--- src/rtl/amc_pkg.sv ---
// package of constants and types for the mode command sequencer
package amc_pkg;
    localparam int CMD_W = 16;
    localparam logic [15:0] CMD_HOLD = 16'h0000;
    localparam logic [15:0] CMD_LIGHT = 16'h8200;
    localparam logic [15:0] CMD_DEEP = 16'h8300;
    localparam logic [15:0] CMD_RST = 16'h8500;
    localparam logic [15:0] CMD_SCAN = 16'hA000;
    localparam logic [15:0] CMD_FIX0 = 16'hC000;
    localparam logic [15:0] CMD_FIX_STEP = 16'h0400;
    localparam logic [15:0] CMD_AUX = 16'hE000;
    localparam logic [4:0] CNT_CMD = 5'h10;
    localparam logic [5:0] CNT_FULL = 6'h20;
    localparam logic [3:0] CH_AUX = 4'h8;
    localparam logic [7:0] SEQ_RST = 8'hFF;
    localparam int CLK_MHZ = 200;
    localparam int WAKE_US = 20;
    localparam int WAKE_CYC = WAKE_US * CLK_MHZ;
    localparam int DEEP_MS = 15;
    localparam int DEEP_CYC = DEEP_MS * 1000 * CLK_MHZ;

    typedef enum {
        ST_IDLE, ST_INVALID, ST_LIGHT, ST_DEEP, ST_SCAN, ST_FIXED, ST_RSTMODE
    } amc_mode_t;

    typedef struct packed {
        logic cs_n;
        logic sclk;
        logic sdi;
    } amc_link_t;

    typedef struct packed {
        logic [3:0] chan;
        logic convert;
        logic data_valid;
        logic ref_on;
        logic core_on;
        logic ready;
    } amc_stat_t;
endpackage : amc_pkg

--- src/rtl/amc_sequencer.sv ---
// operating-mode command sequencer of a multichannel converter
`timescale 1ns/10ps
// Function
// - all-zero command keeps last selected mode, from invalid state returns idle
// - zero frame during register access returns idle
// - frame starts at select fall, sixteen bits
// - act only after sixteenth falling clock edge
// - early select rise enters invalid state
// - invalid state gives invalid read data
// - 8200h enters light sleep at rise
// - light sleep wakes within twenty microseconds
// - light sleep exit keeps program registers
// - light sleep waits for conversion command
// - scan or fixed command exits light sleep
// - 8300h enters deep sleep at rise
// - pin wake resets registers, command keeps
// - deep sleep waits for conversion command
// - valid command leaves deep sleep at rise
// - A000h selects scan with restart
// - scan enabled channels ascending and wrap
// - zero frames keep automatic scan going
// - scan command again restarts from lowest
// - fixed codes C000h step 0400h, E000h auxiliary
// - 8500h restores defaults, stops conversions
module amc_sequencer #(
    parameter int WAKE_CYCLES = amc_pkg::WAKE_CYC,
    parameter int DEEP_CYCLES = amc_pkg::DEEP_CYC
) (
    input wire logic CLK,
    input wire logic RESET_N,
    input wire logic CE,
    input wire amc_pkg::amc_link_t LINK,
    input wire logic [7:0] SEQ_ENABLE,
    input wire logic HW_POWER_DOWN,
    input wire logic REG_ACCESS,
    output amc_pkg::amc_stat_t STAT,
    output logic REG_DEFAULTS,
    output logic [15:0] CMD_WORD
);
    // ----------------------------------------
    // link synchronisers
    // ----------------------------------------
    logic [2:0] s1_r, s2_r, s3_r;
    logic hpd1_r, hpd2_r, hpd3_r;
    always_ff @(posedge CLK or negedge RESET_N) begin
        if (!RESET_N) begin
            s1_r <= 3'h7;
            s2_r <= 3'h7;
            s3_r <= 3'h7;
            hpd1_r <= 1'h0;
            hpd2_r <= 1'h0;
            hpd3_r <= 1'h0;
        end else if (CE) begin
            s1_r <= {LINK.cs_n, LINK.sclk, LINK.sdi};
            s2_r <= s1_r;
            s3_r <= s2_r;
            hpd1_r <= HW_POWER_DOWN;
            hpd2_r <= hpd1_r;
            hpd3_r <= hpd2_r;
        end
    end
    logic cs_fall, cs_rise, sclk_fall, cs_low, sdi_s;
    assign cs_low = !s2_r[2];
    assign cs_fall = s3_r[2] && !s2_r[2];
    assign cs_rise = !s3_r[2] && s2_r[2];
    assign sclk_fall = s3_r[1] && !s2_r[1] && cs_low;
    assign sdi_s = s2_r[0];

    // ----------------------------------------
    // command shift and edge count
    // ----------------------------------------
    logic [15:0] sh_r;
    logic [5:0] cnt_r;
    logic [15:0] cmd;
    logic cmd_done, full_frame;
    always_ff @(posedge CLK or negedge RESET_N) begin
        if (!RESET_N) begin
            sh_r <= 16'h0000;
            cnt_r <= 6'h00;
        end else if (CE) begin
            if (cs_fall) begin
                cnt_r <= 6'h00;
                sh_r <= 16'h0000;
            end else if (sclk_fall && cnt_r != 6'h3F) begin
                cnt_r <= cnt_r + 6'h01;
                if (cnt_r < {1'b0, amc_pkg::CNT_CMD}) begin
                    sh_r <= {sh_r[14:0], sdi_s};
                end
            end
        end
    end
    assign cmd = sh_r;
    assign cmd_done = cnt_r >= {1'b0, amc_pkg::CNT_CMD};
    assign full_frame = cnt_r >= amc_pkg::CNT_FULL;

    // decode of fixed channel codes
    logic is_fix;
    logic [3:0] fix_ch;
    always_comb begin
        is_fix = 1'b0;
        fix_ch = 4'h0;
        for (int i = 0; i < 8; i++) begin
            if (cmd == 16'(amc_pkg::CMD_FIX0 + 16'(i) * amc_pkg::CMD_FIX_STEP)) begin
                is_fix = 1'b1;
                fix_ch = 4'(i);
            end
        end
        if (cmd == amc_pkg::CMD_AUX) begin
            is_fix = 1'b1;
            fix_ch = amc_pkg::CH_AUX;
        end
    end

    // ----------------------------------------
    // mode machine
    // ----------------------------------------
    amc_pkg::amc_mode_t mode_r;
    logic [3:0] chan_r;
    logic seq_restart, seq_step, rst_pulse_r, racc_r;
    assign seq_restart = CE && cs_rise && cmd_done && cmd == amc_pkg::CMD_SCAN;
    always_ff @(posedge CLK or negedge RESET_N) begin
        if (!RESET_N) begin
            mode_r <= amc_pkg::ST_IDLE;
            rst_pulse_r <= 1'b1;
        end else if (CE) begin
            rst_pulse_r <= 1'b0;
            if (hpd2_r) begin
                mode_r <= amc_pkg::ST_DEEP;
            end else if (hpd3_r) begin
                rst_pulse_r <= 1'b1;
                mode_r <= amc_pkg::ST_IDLE;
            end else if (cs_rise && !cmd_done) begin
                mode_r <= amc_pkg::ST_INVALID;
            end else if (cs_rise) begin
                if (cmd == amc_pkg::CMD_HOLD) begin
                    if (racc_r || mode_r == amc_pkg::ST_INVALID) begin
                        mode_r <= amc_pkg::ST_IDLE;
                    end
                end else if (cmd == amc_pkg::CMD_LIGHT) begin
                    mode_r <= amc_pkg::ST_LIGHT;
                end else if (cmd == amc_pkg::CMD_DEEP) begin
                    mode_r <= amc_pkg::ST_DEEP;
                end else if (cmd == amc_pkg::CMD_RST) begin
                    mode_r <= amc_pkg::ST_RSTMODE;
                    rst_pulse_r <= 1'b1;
                end else if (cmd == amc_pkg::CMD_SCAN) begin
                    mode_r <= amc_pkg::ST_SCAN;
                end else if (is_fix) begin
                    mode_r <= amc_pkg::ST_FIXED;
                end else if (mode_r == amc_pkg::ST_DEEP) begin
                    mode_r <= amc_pkg::ST_DEEP;
                end
            end
        end
    end

    // register access flag sampled from REG_ACCESS at every select fall
    always_ff @(posedge CLK or negedge RESET_N) begin
        if (!RESET_N) begin
            racc_r <= 1'b0;
        end else if (CE) begin
            if (cs_fall) begin
                racc_r <= REG_ACCESS;
            end
        end
    end

    // ----------------------------------------
    // channel selection
    // ----------------------------------------
    // next enabled channel above current, else lowest enabled
    logic [3:0] low_ch, next_ch;
    always_comb begin
        low_ch = 4'h0;
        next_ch = 4'h0;
        for (int i = 7; i >= 0; i--) begin
            if (SEQ_ENABLE[i]) begin
                low_ch = 4'(i);
            end
        end
        next_ch = low_ch;
        for (int i = 7; i >= 0; i--) begin
            if (SEQ_ENABLE[i] && 4'(i) > chan_r) begin
                next_ch = 4'(i);
            end
        end
    end
    logic first_r;
    assign seq_step = CE && cs_fall && mode_r == amc_pkg::ST_SCAN && !first_r;
    always_ff @(posedge CLK or negedge RESET_N) begin
        if (!RESET_N) begin
            chan_r <= 4'h0;
            first_r <= 1'b0;
        end else if (CE) begin
            if (cs_rise && cmd_done && is_fix) begin
                chan_r <= fix_ch;
            end else if (seq_restart) begin
                chan_r <= low_ch;
                first_r <= 1'b1;
            end else if (cs_fall && mode_r == amc_pkg::ST_SCAN) begin
                if (first_r) begin
                    first_r <= 1'b0;
                end else begin
                    chan_r <= next_ch;
                end
            end
        end
    end

    // ----------------------------------------
    // wake timers
    // ----------------------------------------
    logic [31:0] wake_r;
    always_ff @(posedge CLK or negedge RESET_N) begin
        if (!RESET_N) begin
            wake_r <= 32'h0000_0000;
        end else if (CE) begin
            if (mode_r == amc_pkg::ST_LIGHT) begin
                wake_r <= 32'(WAKE_CYCLES);
            end else if (mode_r == amc_pkg::ST_DEEP) begin
                wake_r <= 32'(DEEP_CYCLES);
            end else if (wake_r != 32'h0000_0000) begin
                wake_r <= wake_r - 32'h0000_0001;
            end
        end
    end

    // ----------------------------------------
    // outputs
    // ----------------------------------------
    logic conv;
    assign conv = mode_r == amc_pkg::ST_SCAN || mode_r == amc_pkg::ST_FIXED;
    always_ff @(posedge CLK or negedge RESET_N) begin
        if (!RESET_N) begin
            STAT <= '0;
            REG_DEFAULTS <= 1'b0;
            CMD_WORD <= 16'h0000;
        end else if (CE) begin
            STAT.chan <= chan_r;
            STAT.convert <= conv;
            // sleeping or aborted states give no valid data
            STAT.data_valid <= conv && cmd_done && wake_r == 32'h0000_0000;
            STAT.ref_on <= mode_r != amc_pkg::ST_DEEP;
            STAT.core_on <= conv;
            STAT.ready <= wake_r == 32'h0000_0000;
            REG_DEFAULTS <= rst_pulse_r;
            if (cs_rise && cmd_done) begin
                CMD_WORD <= cmd;
            end
        end
    end

    // ----------------------------------------
    // checks
    // ----------------------------------------
    AST_ABORT: assert property (@(posedge CLK) disable iff (!RESET_N)
        CE && cs_rise && !cmd_done && !hpd2_r && !hpd3_r |=> mode_r == amc_pkg::ST_INVALID)
        else $error("aborted frame did not enter invalid state");
    AST_LIGHT: assert property (@(posedge CLK) disable iff (!RESET_N)
        CE && cs_rise && cmd_done && cmd == amc_pkg::CMD_LIGHT && !hpd2_r && !hpd3_r
        |=> mode_r == amc_pkg::ST_LIGHT)
        else $error("light sleep not entered");
    AST_DEEP: assert property (@(posedge CLK) disable iff (!RESET_N)
        CE && cs_rise && cmd_done && cmd == amc_pkg::CMD_DEEP && !hpd2_r && !hpd3_r
        |=> mode_r == amc_pkg::ST_DEEP ##1 !STAT.ref_on || !CE)
        else $error("deep sleep not entered");
    AST_HOLD: assert property (@(posedge CLK) disable iff (!RESET_N)
        CE && cs_rise && cmd_done && cmd == amc_pkg::CMD_HOLD && !racc_r && !hpd2_r
        && !hpd3_r && mode_r != amc_pkg::ST_INVALID |=> $stable(mode_r))
        else $error("hold frame changed mode");
    AST_REGIDLE: assert property (@(posedge CLK) disable iff (!RESET_N)
        CE && cs_rise && cmd_done && cmd == amc_pkg::CMD_HOLD && racc_r && !hpd2_r
        && !hpd3_r |=> mode_r == amc_pkg::ST_IDLE)
        else $error("zero frame in register access did not idle");
    AST_RESTART: assert property (@(posedge CLK) disable iff (!RESET_N)
        seq_restart |=> chan_r == $past(low_ch))
        else $error("scan did not restart at lowest channel");
    AST_STEP: assert property (@(posedge CLK) disable iff (!RESET_N)
        seq_step && !(cs_rise) |=> SEQ_ENABLE[chan_r[2:0]] || SEQ_ENABLE == 8'h00)
        else $error("scan picked disabled channel");
    AST_RSTCMD: assert property (@(posedge CLK) disable iff (!RESET_N)
        CE && cs_rise && cmd_done && cmd == amc_pkg::CMD_RST && !hpd2_r && !hpd3_r
        |=> !conv)
        else $error("reset command left conversions on");
    AST_NOACT: assert property (@(posedge CLK) disable iff (!RESET_N)
        CE && cs_fall |=> !cmd_done)
        else $error("command counted done at frame start");
    AST_SLEEPDATA: assert property (@(posedge CLK) disable iff (!RESET_N)
        CE && full_frame && (mode_r == amc_pkg::ST_LIGHT || mode_r == amc_pkg::ST_DEEP)
        |=> !STAT.data_valid)
        else $error("sleep frame gave valid data");
    COV_SCAN: cover property (@(posedge CLK) seq_restart);
    COV_ABORT: cover property (@(posedge CLK) mode_r == amc_pkg::ST_INVALID);
    COV_LWAKE: cover property (@(posedge CLK)
        mode_r == amc_pkg::ST_LIGHT ##1 mode_r == amc_pkg::ST_FIXED);
    COV_DWAKE: cover property (@(posedge CLK)
        mode_r == amc_pkg::ST_DEEP ##1 mode_r == amc_pkg::ST_FIXED);
endmodule : amc_sequencer

--- config.mk ---
export PLATFORM = sky130hd
export DESIGN_NAME = amc_sequencer
export DESIGN_NICKNAME = d
export VERILOG_FILES = /design/src/rtl/amc_pkg.sv /design/src/rtl/amc_sequencer.sv
export SDC_FILE = /design/constraint.sdc
export NUM_CORES = 1
export LEC_CHECK = 0
export ABC_AREA = 1
export ABC_CLOCK_PERIOD_IN_PS = 1750
export CAP_MARGIN = 20
export CORE_MARGIN = 4
export CORE_UTILIZATION = 40
export DETAILED_ROUTE_END_ITERATION = 8
export DONT_BUFFER_PORTS = 1
export GPL_ROUTABILITY_DRIVEN = 0
export PLACE_DENSITY = 0.52
export SLEW_MARGIN = 30
export SYNTH_ARGS = -nofsm -noshare
export SYNTH_HDL_FRONTEND = slang
export SYNTH_SLANG_ARGS = --single-unit
--- constraint.sdc ---
create_clock -name CLK -period 1.75 [get_ports CLK]
set_input_delay 0.35 -clock CLK [delete_from_list [all_inputs] [get_ports CLK]]
set_output_delay 0.35 -clock CLK [all_outputs]
set_load 0.02 [all_outputs]
==> run summary <==
status: finished, violations left
failing checks: negative hold slack, negative setup slack
Pre-antenna DRT Iters: 4
critical path endpoint category: register
Area Overhead vs Synth: 35.08%
Max rail drop VDD: 0.5645 mV
fin cells: 1,012
metal3 WL: 499 µm
routed wire length: 14,600 µm
critical-path cell list: inv_2 -> ha_4 -> nand2_2 -> inv_2 -> nand2_4 -> nor2_8 -> nand4_4 -> nand2_4 -> nand2_8 -> buf_6 -> nand2_8 -> nor2_4 -> nand2_1 -> xor2_1 -> nor2_1
Yosys Warn Count: 0
Async S/R FF share, synth: 100.0%
P per Cell Area: 1079 nW/µm²
CP Max Fanout: 4
Critical Path Start: wake_r[1]
Synth Area per Inst: 7.939 µm²
Starting DRT DRC Count: 290
Die ar.: 15,630 µm²
Worst setup endpoint: wake_r[17]
Initial Util: 41.04%
min Tclk post-route: 1.880 ns
synthesized flop and latch total: 100
Crit path largest cell delay: 0.39 ns
largest net degree at the start of global routing: 101
antenna violations before repair: 0
worst-margin pin slew: 0.3936 ns
clk root buf: clkbuf_16
WL/cell: 14.43 µm
post-route DRC violation count: 0
diode count: 0
critical path class: register to register
Clock Skew: 0.009412 ns
Fin. Hold Viols: 100
Worst-path clk slew: 0.08 ns
maximum achievable frequency: 0.5319 GHz
layout cells sized above 1: 36.72%
RSZ-0062 raised after global routing: true
io pins: 42
RR Startpoint: wake_r[1]
metal2 WL: 7434 µm
CTS H-tree lvls: 3
vias in the first global route: 5,127
Worst slew margin: 73.76%
total CTS buffers: 9
core area: 13,350 µm²
aggregate global-route resource usage: 18.78%
CTS tree: built
fill count: 1,248
number of synthesized flops with an enable pin: 0
total gr overflow: 0
later-pin clock latency in the skew report: 0.36 ns
Cells after DPL: 964
Setup Viol. Count Final: 25
highest routed layer: met4
Die W: 125.0 µm
Worst R2R Path Depth: 15
remaining antenna violation count: 0
Syn Nets: 708
port bufs: 0
Max Slew Vio Count: 0
Worst EP required: 1.99 ns
Static Leak: 3.640 nW
Hold Path Class: primary input to async pin
post-synth cell types: 51
ys flop type: dfrtp_1
crit path DAT: 2.12 ns
first-pass GRT wire length: 24,340 µm
vias per inst: 5.003
Post-Syn Instances: 690
wl on met1: 6331 µm
worst r2r dst: wake_r[17]
# clock sinks: 100
crit start category: register
Min Hold Slack: -0.3217 ns
Fin Setup TNS: -1.362 ns
maxcap violations: 0
Final Cycle Share: 107.4%
Site Rows: 42
Clock Path Buffers: 2
vias post-DR: 5,063
sequential-to-total area share from yosys stat: 45.89%
final setup margin: -0.1300 ns
synthesized cell area: 5478 µm²
NumNets Final: 849
DPL Wire Length: 10,390 µm
Die H: 125.0 µm
slowest CP cell: dfrtp_1
Reg2Reg Setup Slack: -0.13 ns
total power: 7.985 mW
-- area by class of cell --
class / instances / area, µm² / share of cell area (%)
Tap cell: 176 / 220.2 / 2.976
Sequential cell: 100 / 2514 / 33.97
Clock buffer: 10 / 239.0 / 3.230
Inverter: 97 / 370.4 / 5.005
Multi-Input combinational cell: 478 / 2846 / 38.47
Timing Repair Buffer: 145 / 1132 / 15.30
Clock inverter: 6 / 77.57 / 1.048
-- flip-flops by register name, summed over array words and instances, names as in the netlist, 2 cells and up --
register and count:
mode_r 3, s2_r 3, STAT 8, s1_r 3
s3_r 2, chan_r 4, cmd 16, CMD_WORD 16
cnt_r 6, wake_r 32
-- cells in the final DEF (no fill, tap or decap), types with 3 or more instances in the layout --
cell type,n
inv_1,71
nand4_1,10
buf_4,138
a21oi_2,6
nand2_2,15
nor2_2,29
nand2_4,8
inv_2,24
nand2_1,142
nand3_1,28
nor2_4,12
nand4_4,4
dfrtp_1,91
dfstp_2,9
o21ai_1,14
a31oi_1,4
clkbuf_16,9
buf_6,5
o21ai_0,42
o211ai_1,4
nand3_2,10
o21ai_2,3
nor3_1,12
xor2_1,6
o22ai_1,17
nor2_1,59
a21oi_1,16
-- cell usage after synthesis (all sizes together) (6+ instances only) --
| library cell | number | area [µm²] |
|---|---|---|
| nor3 | 16 | 96.35 |
| o21ai | 60 | 300.3 |
| o22ai | 18 | 112.6 |
| clkbuf | 6 | 22.52 |
| inv | 95 | 356.6 |
| nand3 | 40 | 220.2 |
| nand2 | 167 | 701.9 |
| dfstp | 9 | 236.5 |
| nor2 | 102 | 495.5 |
| nand4 | 14 | 121.4 |
| buf | 9 | 72.56 |
| dfrtp | 91 | 2277 |
| xor2 | 6 | 52.55 |
| a21oi | 22 | 113.9 |
-- worst max-delay path: cells and delay by family (launching register included) --
| family | cells | cell delay, ns |
|---|---|---|
| buf+inv | 3 | 0.30 |
| simple gates | 10 | 0.78 |
| fa+ha+maj | 1 | 0.14 |
| flops | 1 | 0.39 |
| xor+xnor | 1 | 0.15 |
-- through the flow --
stage | utilization, % | instance area (µm²) | worst slack (ns)
2_1_floorplan | - | 5483 | 0.01606
3_3_place_gp | 48.56 | 6481 | -0.1858
3_5_place_dp | 48.56 | 6481 | -0.2667
4_1_cts | 53.06 | 7082 | -0.1069
5_1_grt | 55.44 | 7400 | -0.2270
6_report | 55.44 | 7400 | -0.1300
-- report_power, final --
group,switching [mW],leakage (nW),total [mW],internal [mW]
sequential,0.396,1.28,3.08,2.68
clock,0.950,0.153,2.13,1.18
combinational,1.46,2.21,2.78,1.32
-- kinds of logic (layout without fill, tap and decap cells) --
family	after synthesis	count (layout)	share of synthesized area, %
AOI/OAI and AO/OA	122	122	12.93
xor gates and xnor gates	8	8	1.279
adders and majority gates	2	2	0.4568
buffers and inverters	112	258	8.383
DFF	100	100	45.89
and+or+nand+nor	346	346	31.06
-- how the worst min path moves through the flow --
stage / end / startpoint / slack, ns
global route: wake_r[23] / RESET_N / -0.34
floorplan: CMD_WORD[0] / RESET_N / 0.05
CTS: wake_r[23] / RESET_N / -0.33
global placement: wake_r[23] / RESET_N / 0.06
detailed placement: wake_r[23] / RESET_N / 0.06
finish: wake_r[23] / RESET_N / -0.32
-- what timing repair did --
item	4_1_cts	5_1_grt
cloned	0	0
buffers inserted	19	13
resized for setup	43	56
setup endpoints to repair	47	59
hold endpoints to repair	100	100
pin swaps	17	34
-- per-layer routing --
layer | global-route usage [%] | vias to the layer above
met5 | 0 | -
met4 | 7.334 | 0
met3 | 3.539 | 24
met2 | 32.68 | 81
met1 | 23.09 | 2423
li1 | - | 2535
Note: power is estimated with default switching activity, not from simulation.
